===== src/async_serial_adapter_map.svh =====
// Purpose: Register map, field positions, reset values and counts
// Assumes: Included by bare name
// Notes: Definitions only
`ifndef ASYNC_SERIAL_ADAPTER_MAP_SVH
`define ASYNC_SERIAL_ADAPTER_MAP_SVH
// Register select codes
`define ADDR_DATA 2'h0
`define ADDR_STATUS 2'h1
`define ADDR_CMD 2'h2
`define ADDR_CTL 2'h3
// Status fields
`define ST_PARITY 0
`define ST_FRAMING 1
`define ST_OVERRUN 2
`define ST_RX_FULL 3
`define ST_TX_EMPTY 4
`define ST_CARRIER 5
`define ST_SET_READY 6
`define ST_IRQ 7
// Command fields
`define CMD_ENABLE 0
`define CMD_RX_IRQ_OFF 1
`define CMD_TX_LO 2
`define CMD_TX_HI 3
`define CMD_ECHO 4
`define CMD_PAR_EN 5
`define CMD_PAR_LO 6
`define CMD_PAR_HI 7
`define CMD_PROG_RESET_MASK 8'hE0
// Control fields
`define CTL_BAUD_HI 3
`define CTL_RX_INTERNAL 4
`define CTL_LEN_LO 5
`define CTL_LEN_HI 6
`define CTL_STOP 7
// Reset values
`define CMD_RESET 8'h00
`define CTL_RESET 8'h00
`define STATUS_RESET 8'h10
// Oversampling counts
`define OVS_LAST 6'h0F
`define OVS_MID 6'h07
`define STOP_ONE 6'h10
`define STOP_ONE_HALF 6'h18
`define STOP_TWO 6'h20
`endif


===== src/async_serial_adapter_pkg.sv =====
// Purpose: Shared types of the serial adapter
// Assumes: Constants live in the map header
// Notes: Types only
package async_serial_adapter_pkg;
  typedef enum logic {MODE_STROBE, MODE_SPLIT} bus_mode_t;
  typedef enum logic [2:0] {S_IDLE, S_START, S_DATA, S_PAR, S_STOP} frame_state_t;
  typedef struct packed {
    logic [1:0] len_code;
    logic par_en;
    logic [1:0] par_mode;
    logic stop_long;
  } frame_cfg_t;
endpackage : async_serial_adapter_pkg


===== src/serial_tx.sv =====
// Purpose: Serial transmitter, 16 ticks per bit
// Assumes: i_tick is a one-cycle 16x pulse
// Notes: Idle line is mark
`include "async_serial_adapter_map.svh"
`timescale 1ns/1ps
module serial_tx (
  // Clock and reset
  input wire logic i_clk,
  input wire logic i_rst,
  // Control
  input wire logic i_tick,
  input wire logic i_enable,
  input wire async_serial_adapter_pkg::frame_cfg_t i_cfg,
  // Holding register side
  input wire logic i_valid,
  input wire logic [7:0] i_data,
  output logic o_take,
  // Line
  output logic o_txd
);
  async_serial_adapter_pkg::frame_state_t state_reg;
  logic [5:0] cnt_reg;
  logic [2:0] bit_reg;
  logic [7:0] sh_reg;
  logic par_reg;
  wire [3:0] nbits = 4'h8 - {2'h0, i_cfg.len_code};
  wire [7:0] mask = 8'hFF >> i_cfg.len_code;
  wire [7:0] data_m = i_data & mask;
  wire par_odd = ~(^data_m);
  wire par_bit = i_cfg.par_mode[1] ? ~i_cfg.par_mode[0] : (i_cfg.par_mode[0] ? ~par_odd : par_odd);
  wire len5 = (i_cfg.len_code == 2'h3);
  wire len8 = (i_cfg.len_code == 2'h0);
  wire [5:0] stop_last = !i_cfg.stop_long ? `STOP_ONE - 6'h1 :
    (len5 && !i_cfg.par_en) ? `STOP_ONE_HALF - 6'h1 :
    (len8 && i_cfg.par_en) ? `STOP_ONE - 6'h1 : `STOP_TWO - 6'h1;
  wire bit_end = i_tick && (cnt_reg == `OVS_LAST);
  wire start_now = (state_reg == async_serial_adapter_pkg::S_IDLE) && i_tick && i_valid;

  assign o_take = start_now && i_enable;

  always_ff @(posedge i_clk) begin
    if (i_rst || !i_enable) begin
      state_reg <= async_serial_adapter_pkg::S_IDLE;
      o_txd <= 1'b1;
      cnt_reg <= 6'h00;
      bit_reg <= 3'h0;
      sh_reg <= 8'h00;
      par_reg <= 1'b0;
    end else begin
      if (i_tick) begin
        cnt_reg <= cnt_reg + 6'h01;
      end
      unique case (state_reg)
        async_serial_adapter_pkg::S_IDLE: begin
          cnt_reg <= 6'h00;
          if (start_now) begin
            state_reg <= async_serial_adapter_pkg::S_START;
            sh_reg <= data_m;
            par_reg <= par_bit;
            o_txd <= 1'b0;
          end
        end
        async_serial_adapter_pkg::S_START: begin
          if (bit_end) begin
            state_reg <= async_serial_adapter_pkg::S_DATA;
            cnt_reg <= 6'h00;
            bit_reg <= 3'h0;
            o_txd <= sh_reg[0];
            sh_reg <= sh_reg >> 1;
          end
        end
        async_serial_adapter_pkg::S_DATA: begin
          if (bit_end) begin
            cnt_reg <= 6'h00;
            bit_reg <= bit_reg + 3'h1;
            if ({1'b0, bit_reg} == nbits - 4'h1) begin
              state_reg <= i_cfg.par_en ? async_serial_adapter_pkg::S_PAR : async_serial_adapter_pkg::S_STOP;
              o_txd <= i_cfg.par_en ? par_reg : 1'b1;
            end else begin
              o_txd <= sh_reg[0];
              sh_reg <= sh_reg >> 1;
            end
          end
        end
        async_serial_adapter_pkg::S_PAR: begin
          if (bit_end) begin
            state_reg <= async_serial_adapter_pkg::S_STOP;
            cnt_reg <= 6'h00;
            o_txd <= 1'b1;
          end
        end
        async_serial_adapter_pkg::S_STOP: begin
          if (i_tick && cnt_reg == stop_last) begin
            state_reg <= async_serial_adapter_pkg::S_IDLE;
          end
        end
        default: state_reg <= async_serial_adapter_pkg::S_IDLE;
      endcase
    end
  end
endmodule : serial_tx


===== src/serial_rx.sv =====
// Purpose: Serial receiver, 16x oversampled
// Assumes: i_tick is a one-cycle 16x pulse
// Notes: Word handed over at mid stop bit
`include "async_serial_adapter_map.svh"
`timescale 1ns/1ps
module serial_rx (
  // Clock and reset
  input wire logic i_clk,
  input wire logic i_rst,
  // Control
  input wire logic i_tick,
  input wire logic i_enable,
  input wire async_serial_adapter_pkg::frame_cfg_t i_cfg,
  // Line
  input wire logic i_rxd,
  // Received word
  output logic o_done,
  output logic [7:0] o_data,
  output logic o_frame_err,
  output logic o_par_err
);
  async_serial_adapter_pkg::frame_state_t state_reg;
  logic [5:0] cnt_reg;
  logic [2:0] bit_reg;
  logic [7:0] sh_reg;
  logic par_err_reg;
  wire [3:0] nbits = 4'h8 - {2'h0, i_cfg.len_code};
  wire [7:0] aligned = sh_reg >> i_cfg.len_code;
  wire par_ok = i_cfg.par_mode[0] ? ~(^{aligned, i_rxd}) : (^{aligned, i_rxd});
  wire mid = i_tick && (cnt_reg == `OVS_LAST);

  always_ff @(posedge i_clk) begin
    o_done <= 1'b0;
    if (i_rst || !i_enable) begin
      state_reg <= async_serial_adapter_pkg::S_IDLE;
      cnt_reg <= 6'h00;
      bit_reg <= 3'h0;
      sh_reg <= 8'h00;
      par_err_reg <= 1'b0;
      o_data <= 8'h00;
      o_frame_err <= 1'b0;
      o_par_err <= 1'b0;
    end else begin
      if (i_tick) begin
        cnt_reg <= cnt_reg + 6'h01;
      end
      unique case (state_reg)
        async_serial_adapter_pkg::S_IDLE: begin
          cnt_reg <= 6'h00;
          if (i_tick && !i_rxd) begin
            state_reg <= async_serial_adapter_pkg::S_START;
          end
        end
        async_serial_adapter_pkg::S_START: begin
          if (i_tick && cnt_reg == `OVS_MID) begin
            cnt_reg <= 6'h00;
            bit_reg <= 3'h0;
            par_err_reg <= 1'b0;
            state_reg <= i_rxd ? async_serial_adapter_pkg::S_IDLE : async_serial_adapter_pkg::S_DATA;
          end
        end
        async_serial_adapter_pkg::S_DATA: begin
          if (mid) begin
            cnt_reg <= 6'h00;
            sh_reg <= {i_rxd, sh_reg[7:1]};
            bit_reg <= bit_reg + 3'h1;
            if ({1'b0, bit_reg} == nbits - 4'h1) begin
              state_reg <= i_cfg.par_en ? async_serial_adapter_pkg::S_PAR : async_serial_adapter_pkg::S_STOP;
            end
          end
        end
        async_serial_adapter_pkg::S_PAR: begin
          if (mid) begin
            cnt_reg <= 6'h00;
            par_err_reg <= !i_cfg.par_mode[1] && !par_ok;
            state_reg <= async_serial_adapter_pkg::S_STOP;
          end
        end
        async_serial_adapter_pkg::S_STOP: begin
          if (mid) begin
            state_reg <= async_serial_adapter_pkg::S_IDLE;
            o_done <= 1'b1;
            o_data <= aligned;
            o_frame_err <= !i_rxd;
            o_par_err <= par_err_reg;
          end
        end
        default: state_reg <= async_serial_adapter_pkg::S_IDLE;
      endcase
    end
  end
endmodule : serial_rx


===== src/async_serial_adapter.sv =====
// Purpose: Asynchronous serial adapter on a multiplexed address/data bus
// Assumes: All pins synchronous to i_clk; bus strobes last several clocks
// Notes: Bus style detected from data_strobe at address strobe fall
`include "async_serial_adapter_map.svh"
`timescale 1ns/1ps
module async_serial_adapter #(
  parameter int BAUD_UNIT_DIV = 41
) (
  // Clock and reset
  input wire logic i_clk,
  input wire logic i_sys_rst,
  input wire logic i_power_on_clear_n,
  // Processor bus
  input wire logic i_addr_latch_strobe,
  input wire logic i_data_strobe,
  input wire logic i_direction_line,
  input wire logic i_select_hi,
  input wire logic i_select_lo_n,
  input wire logic i_chip_enable_in,
  input wire logic [7:0] i_data,
  output logic [7:0] o_data,
  output logic o_data_oe_n,
  // Interrupt request, open drain
  output logic o_irq_n,
  output logic o_irq_oe_n,
  // Clock pins
  input wire logic i_osc_in,
  output logic o_osc_out,
  input wire logic i_rx_sixteen_clock,
  output logic o_rx_sixteen_clock,
  output logic o_rx_sixteen_clock_oe_n,
  // Modem lines
  output logic o_txd,
  input wire logic i_rxd,
  output logic o_rts_n,
  input wire logic i_cts_n,
  output logic o_dtr_n,
  input wire logic i_dcd_n,
  input wire logic i_dsr_n
);
  initial begin
    if (BAUD_UNIT_DIV < 2 || BAUD_UNIT_DIV * 16 > 65535) begin
      $error("BAUD_UNIT_DIV out of range");
    end
  end

  ////////////////////////////////////////////////////////////////////////////
  // Bus sampling and decode
  wire rst = i_sys_rst || !i_power_on_clear_n;
  logic as_reg, ds_reg, dir_reg, sel_reg;
  logic [7:0] din_reg;
  logic [1:0] addr_reg;
  async_serial_adapter_pkg::bus_mode_t mode_reg;
  logic rd_act_reg, wr_act_reg;
  logic [7:0] cmd_reg, ctl_reg, tx_hold_reg, rx_hold_reg;
  logic par_err_reg, frame_err_reg, overrun_reg, rx_full_reg, tx_empty_reg;
  logic dcd_reg, dsr_reg, frozen_reg, irq_reg;

  wire sel_now = i_select_hi && !i_select_lo_n && i_chip_enable_in;
  wire as_fall = as_reg && !i_addr_latch_strobe;
  wire split = (mode_reg == async_serial_adapter_pkg::MODE_SPLIT);
  wire rd_act = sel_now && (split ? !i_data_strobe : (i_data_strobe && i_direction_line));
  wire wr_act = sel_now && (split ? !i_direction_line : (i_data_strobe && !i_direction_line));
  wire rd_pulse = rd_act_reg && !rd_act;
  wire wr_pulse = wr_act_reg && !wr_act;
  wire rd_data = rd_pulse && addr_reg == `ADDR_DATA;
  wire rd_status = rd_pulse && addr_reg == `ADDR_STATUS;
  wire wr_data = wr_pulse && addr_reg == `ADDR_DATA;
  wire wr_preset = wr_pulse && addr_reg == `ADDR_STATUS;
  wire wr_cmd = wr_pulse && addr_reg == `ADDR_CMD;
  wire wr_ctl = wr_pulse && addr_reg == `ADDR_CTL;

  always_ff @(posedge i_clk) begin
    as_reg <= i_addr_latch_strobe;
    ds_reg <= i_data_strobe;
    dir_reg <= i_direction_line;
    sel_reg <= sel_now;
    din_reg <= i_data;
    if (rst) begin
      rd_act_reg <= 1'b0;
      wr_act_reg <= 1'b0;
      addr_reg <= 2'h0;
      mode_reg <= async_serial_adapter_pkg::MODE_STROBE;
    end else begin
      rd_act_reg <= rd_act;
      wr_act_reg <= wr_act;
      if (as_fall) begin
        addr_reg <= din_reg[1:0];
        mode_reg <= ds_reg ? async_serial_adapter_pkg::MODE_SPLIT : async_serial_adapter_pkg::MODE_STROBE;
      end
    end
  end

  ////////////////////////////////////////////////////////////////////////////
  // Command and control registers
  wire enabled = cmd_reg[`CMD_ENABLE];
  wire [1:0] tx_ctl = cmd_reg[`CMD_TX_HI:`CMD_TX_LO];
  async_serial_adapter_pkg::frame_cfg_t cfg;
  assign cfg.len_code = ctl_reg[`CTL_LEN_HI:`CTL_LEN_LO];
  assign cfg.par_en = cmd_reg[`CMD_PAR_EN];
  assign cfg.par_mode = cmd_reg[`CMD_PAR_HI:`CMD_PAR_LO];
  assign cfg.stop_long = ctl_reg[`CTL_STOP];

  always_ff @(posedge i_clk) begin
    if (rst) begin
      cmd_reg <= `CMD_RESET;
      ctl_reg <= `CTL_RESET;
    end else begin
      if (wr_cmd) begin
        cmd_reg <= din_reg;
      end else if (wr_preset) begin
        cmd_reg <= cmd_reg & `CMD_PROG_RESET_MASK;
      end
      if (wr_ctl) begin
        ctl_reg <= din_reg;
      end
    end
  end

  ////////////////////////////////////////////////////////////////////////////
  // Baud generation and clock pins
  logic [15:0] div_reg;
  logic osc_reg, rxc_reg, tick_int_reg;
  wire [15:0] div_last = 16'(BAUD_UNIT_DIV * (16 - int'(ctl_reg[`CTL_BAUD_HI:0]))) - 16'h1;
  wire ext_baud = (ctl_reg[`CTL_BAUD_HI:0] == 4'h0);
  wire osc_rise = i_osc_in && !osc_reg;
  wire rxc_rise = i_rx_sixteen_clock && !rxc_reg;
  wire tx_tick = ext_baud ? osc_rise : tick_int_reg;
  wire rx_internal = ctl_reg[`CTL_RX_INTERNAL];
  wire rx_tick = rx_internal ? tx_tick : rxc_rise;

  always_ff @(posedge i_clk) begin
    osc_reg <= i_osc_in;
    rxc_reg <= i_rx_sixteen_clock;
    if (rst) begin
      div_reg <= 16'h0000;
      tick_int_reg <= 1'b0;
      o_osc_out <= 1'b0;
      o_rx_sixteen_clock <= 1'b0;
      o_rx_sixteen_clock_oe_n <= 1'b1;
    end else begin
      tick_int_reg <= (div_reg >= div_last);
      div_reg <= (div_reg >= div_last) ? 16'h0000 : div_reg + 16'h0001;
      o_osc_out <= !i_osc_in;
      o_rx_sixteen_clock <= ext_baud ? i_osc_in : (div_reg <= (div_last >> 1));
      o_rx_sixteen_clock_oe_n <= !rx_internal;
    end
  end

  ////////////////////////////////////////////////////////////////////////////
  // Transmitter and receiver
  logic tx_take, rx_done, rx_ferr, rx_perr;
  logic [7:0] rx_word;

  serial_tx u_tx (
    .i_clk(i_clk),
    .i_rst(rst),
    .i_tick(tx_tick),
    .i_enable(enabled && !i_cts_n),
    .i_cfg(cfg),
    .i_valid(!tx_empty_reg && !wr_data),
    .i_data(tx_hold_reg),
    .o_take(tx_take),
    .o_txd(o_txd)
  );

  serial_rx u_rx (
    .i_clk(i_clk),
    .i_rst(rst),
    .i_tick(rx_tick),
    .i_enable(enabled),
    .i_cfg(cfg),
    .i_rxd(i_rxd),
    .o_done(rx_done),
    .o_data(rx_word),
    .o_frame_err(rx_ferr),
    .o_par_err(rx_perr)
  );

  ////////////////////////////////////////////////////////////////////////////
  // Data registers and receive status
  wire rx_room = !rx_full_reg || rd_data;
  wire rx_store = rx_done && rx_room;

  always_ff @(posedge i_clk) begin
    if (rst) begin
      tx_hold_reg <= 8'h00;
      rx_hold_reg <= 8'h00;
      rx_full_reg <= 1'b0;
      tx_empty_reg <= 1'b1;
      overrun_reg <= 1'b0;
      frame_err_reg <= 1'b0;
      par_err_reg <= 1'b0;
    end else begin
      if (wr_data) begin
        tx_hold_reg <= din_reg;
        tx_empty_reg <= 1'b0;
      end else if (tx_take) begin
        tx_empty_reg <= 1'b1;
      end
      if (rx_store) begin
        rx_hold_reg <= rx_word;
        rx_full_reg <= 1'b1;
        frame_err_reg <= rx_ferr;
        par_err_reg <= rx_perr;
      end else if (rd_data) begin
        rx_full_reg <= 1'b0;
      end
      if (rx_done && !rx_room) begin
        overrun_reg <= 1'b1;
      end else if (wr_preset) begin
        overrun_reg <= 1'b0;
      end
    end
  end

  ////////////////////////////////////////////////////////////////////////////
  // Modem lines and interrupts
  wire modem_diff = (i_dcd_n != dcd_reg) || (i_dsr_n != dsr_reg);
  wire modem_evt = enabled && modem_diff && (!frozen_reg || rd_status);
  wire rx_irq = rx_store && enabled && !cmd_reg[`CMD_RX_IRQ_OFF];
  wire tx_irq = tx_take && enabled && (tx_ctl == 2'h1);
  wire irq_set = modem_evt || rx_irq || tx_irq;
  wire [7:0] status = {irq_reg, dsr_reg, dcd_reg, tx_empty_reg, rx_full_reg,
    overrun_reg, frame_err_reg, par_err_reg};

  always_ff @(posedge i_clk) begin
    if (rst) begin
      dcd_reg <= i_dcd_n;
      dsr_reg <= i_dsr_n;
      frozen_reg <= 1'b0;
      irq_reg <= 1'b0;
    end else begin
      if (!enabled || !frozen_reg || rd_status) begin
        dcd_reg <= i_dcd_n;
        dsr_reg <= i_dsr_n;
      end
      if (modem_evt) begin
        frozen_reg <= 1'b1;
      end else if (rd_status || !enabled) begin
        frozen_reg <= 1'b0;
      end
      if (irq_set) begin
        irq_reg <= 1'b1;
      end else if (rd_status) begin
        irq_reg <= 1'b0;
      end
    end
  end

  ////////////////////////////////////////////////////////////////////////////
  // Output pins
  wire [7:0] rd_mux = (addr_reg == `ADDR_DATA) ? rx_hold_reg :
    (addr_reg == `ADDR_STATUS) ? status :
    (addr_reg == `ADDR_CMD) ? cmd_reg : ctl_reg;

  always_ff @(posedge i_clk) begin
    if (rst) begin
      o_data <= 8'h00;
      o_data_oe_n <= 1'b1;
      o_irq_n <= 1'b0;
      o_irq_oe_n <= 1'b1;
      o_rts_n <= 1'b1;
      o_dtr_n <= 1'b1;
    end else begin
      o_data <= rd_mux;
      o_data_oe_n <= !rd_act;
      o_irq_n <= 1'b0;
      o_irq_oe_n <= !irq_reg;
      o_rts_n <= (tx_ctl == 2'h0) && !cmd_reg[`CMD_ECHO];
      o_dtr_n <= !enabled;
    end
  end
endmodule : async_serial_adapter


===== config.mk =====
export PLATFORM = sky130hd
export DESIGN_NAME = async_serial_adapter
export DESIGN_NICKNAME = d
export VERILOG_FILES = /design/src/async_serial_adapter_pkg.sv /design/src/serial_tx.sv /design/src/serial_rx.sv /design/src/async_serial_adapter.sv
export VERILOG_INCLUDE_DIRS = /design/src
export SDC_FILE = /design/constraint.sdc
export NUM_CORES = 1
export LEC_CHECK = 0
export CAP_MARGIN = 10
export CELL_PAD_IN_SITES_DETAIL_PLACEMENT = 1
export CELL_PAD_IN_SITES_GLOBAL_PLACEMENT = 1
export CORE_MARGIN = 2
export CORE_UTILIZATION = 46
export DETAILED_ROUTE_END_ITERATION = 6
export DONT_BUFFER_PORTS = 1
export PLACE_DENSITY_LB_ADDON = 0.1
export SYNTH_ARGS = -nofsm -noshare
export SYNTH_HDL_FRONTEND = slang
export SYNTH_SLANG_ARGS = --single-unit

===== constraint.sdc =====
create_clock -name i_clk -period 6.6 [get_ports i_clk]
set_clock_uncertainty 0.2 [all_clocks]
set_input_delay 1.65 -clock i_clk [delete_from_list [all_inputs] [get_ports i_clk]]
set_output_delay 1.65 -clock i_clk [all_outputs]
set_load 0.005 [all_outputs]

==> flow_summary.yaml <==
placement:
  dpl_cell_area_um2: 8267
  hpwl_mm: 16.24
  io_buffers: 0
  gp_congestion: 0.8582
synthesis:
  synthAdderAreaFrac_pct: 7.811
  synth_seq_cells: 144
  async_reset_ff_share_pct: 0
  synthSimpleGateAreaFrac_pct: 21.83
  yosys_warnings: 0
  synth-edff-count: 2
  synth_compound_area_share_pct: 14.76
  synth_top_area_share_pct: 35.00
  ys_seq_area_share_pct: 35.74
  yosys-mux-area-fraction_pct: 10.01
  avgSynthCellArea_um2: 9.014
  synth.area.top_cells: "dfxtp_1, ha_1, mux2i_1"
  synth_largest_area_cell: "dfxtp_1"
  synthFlopType: "dfxtp_1"
  syn_area_um2: 8122
  yosysMostFrequentCell: "dfxtp_1"
  netlist_top_cells_count: "dfxtp_1, nor2_1, nand2_1"
  ys_types: 84
  syn_inst: 901
  synth_top_family_by_area: "simple AND/OR/NAND/NOR gates"
  synth_xor_area_share_pct: 5.885
  synth_nets: 972
job:
  maxCapViolations: 0
power:
  vdd_drop_max_mv: 0.1787
  p_per_area_nw_per_um2: 220.7
  power_w: 0.001964
  leakagePower_nw: 3.492
setup_path:
  path_buf_inv: 2
  cp_max_fo: 14
  cp_common_cell: "ha_1"
  endpoint_kind: "register"
  startpoint_type: "register"
  cp-startpoint: "ctl_reg[1]"
  timing.reg2reg.setup_slack_ns: 0.57
  crit_chain: "inv_1 -> ha_1 -> nor3b_2 -> inv_1 -> ha_1 -> ha_1 -> fa_1 -> ha_1 -> o21ai_1 -> o21ai_0 -> a21oi_1 -> xor2_1 -> ha_1 -> a21oi_1 -> o21ai_0 -> o22a_1 -> o2111ai_1 -> a31oi_4 -> nor4_1"
  worst_ep_arrival_time_ns: 6.15
  worstReg2RegEnd: "div_reg[6]"
  path_class: "register to register"
  r2r-start: "ctl_reg[1]"
  slowest_delay_ns: 0.46
  worstPathRequired_ns: 6.72
  cpLargestDelayFamily: "adder cells"
  crit_slowest_cell: "nor3b_2"
  reg2reg_depth: 19
final_layout:
  multiInputGateArea_um2: 4912
  largest_reg_flops: 16
  fin_area_um2: 8901
  n_antenna_cell: 0
  regArea_um2: 2903
  area_growth_syn_to_layout_pct: 9.598
  nFillCells: 1987
  fin_nets: 953
  drive_gt1_share_pct: 9.385
hold_path:
  worstHoldStart: "irq_reg"
  holdPathStages: 1
  hp-class: "register to register"
  holdPathEnd: "o_irq_oe_n"
sta:
  rsz0062_at_grt: "no"
  relSlewSlack_pct: 29.85
  slew_viol_final: 0
  period_needed_ns: 6.026
  finalHoldViolCount: 0
  finalSetupTns_ns: 0
  min_period_over_period_pct: 91.31
  max_slew.worst_pin.slew_ns: 1.052
  setup_viol: 0
  max_freq_ghz: 0.1659
clock_network:
  cts_resized: 0
  cts_tree: "done"
  clock_tree.buffer_depth: 2
  cts_hold_buffers: 0
  clk_latency_ns: 0.43
  ctsHtreeMaxLevel: 4
  cts_root_buf: "clkbuf_16"
  clk_pin_slew_ns: 0.06
  cts_made_buffers: 17
  cts_sinks: 144
  postCtsSetupRepairBufs: 0
floorplanning:
  die_area_um2: 18730
  die_y_um: 136.9
  start_util_pct: 46.95
  core_area_um2: 17300
  die_width_um: 136.9
  rows: 48
  io_pins: 40
drt:
  viasPerCell: 5.993
  drt_iter0_drc: 289
  drc: 0
  first_pass_iters: 4
  num_vias: 6712
  routed_wirelength_mm: 22.60
  drtAntennaViolNets: 0
  wl_per_cell_um: 20.18
run_status:
  outcome: "completed"
global_routing:
  antenna_found_initial: 0
  grt-ovfl-total: 0
  grt.total_usage_pct: 25.24
  grt_max_degree: 59
  grt_pass1_vias: 6961
  grt_pass1_wl_mm: 36.59
[layer usage]
| metal | track usage, % | wire length, µm |
|---|---|---|
| met1 | 29.31 | 9549 |
| met2 | 46.11 | 11670 |
| met3 | 4.407 | 801 |
| met4 | 9.507 | 578 |
| met5 | 0 | 0 |
[report_power, final]
part	internal (W)	leakage, nW	switching (W)
clock	0.000647	0.310	0.000400
sequential	0.000877	1.17	0.00000581
combinational	0.0000110	2.01	0.0000236
total	0.00154	3.49	0.000429
[cell type report]
type	instances	share of cell area [%]
Inverter	29	1.251
Tap cell	225	3.163
Timing Repair Buffer	9	0.7591
Clock buffer	20	5.018
Clock inverter	12	2.010
Sequential cell	144	32.61
Multi-Input combinational cell	681	55.19
[logic make-up after synthesis]
logic type                 after synthesis
AOI/OAI and AO/OA                      174
xor gates and xnor gates                53
adders and majority gates               49
buffers and inverters                   76
DFF                                    144
muxes                                   67
other                                    1
and+or+nand+nor                        337
[how the worst max path moves through the flow]
stage                     slack (ns)           to  cells after the start
after floorplan                 1.27  div_reg[12]                     20
after global placement          0.71   div_reg[5]                     18
after detailed placement        0.44   div_reg[5]                     18
after CTS                       0.36   div_reg[5]                     18
after global routing           0.006   div_reg[6]                     19
final                           0.57   div_reg[6]                     19
[cells in the final DEF (no fill, tap or decap), types with 5 or more instances in the layout]
master       n
dfxtp_1    142
a22oi_1      8
o21ai_0     28
o21a_1       6
nor2b_1     11
nor4_1       8
xor2_1      23
a21o_1      13
and3_1       5
a22o_1       5
a211oi_1     8
xnor2_1     29
nand4_1     11
a31oi_1      9
a21oi_1     46
and2_1      12
nor2_1     114
buf_4        9
mux2i_1     54
o2111ai_1    5
and4_1       5
nand3b_1     9
clkbuf_16   17
nor4_2       9
nor3b_1      6
mux4_2      11
nor3_1      14
nand2b_1    13
ha_1        45
inv_1       28
nand3_1     31
nand2_1     63
[metrics by stage]
step	std cells	setup WS, ns	hold slack [ns]	utilization (%)
after floorplan	901	1.272	0.1674	-
after global placement	1088	0.7115	0.2108	47.79
after detailed placement	1088	0.4444	0.2102	47.79
after CTS	1120	0.3561	0.2304	51.41
after global routing	1120	0.006256	0.2565	51.46
final	1120	0.5737	0.2344	51.46
[worst reg2reg max path: cells and delay by family, from the launching register on]
family | cells | cell delay (ns)
AO/OA/AOI/OAI | 8 | 1.91
buffers and inverters | 2 | 0.29
adder cells (fa/ha/maj) | 6 | 2.02
flip-flops | 1 | 0.40
XOR/XNOR | 1 | 0.31
AND/OR/NAND/NOR | 2 | 0.81
Note: power is estimated with default switching activity, not from simulation.
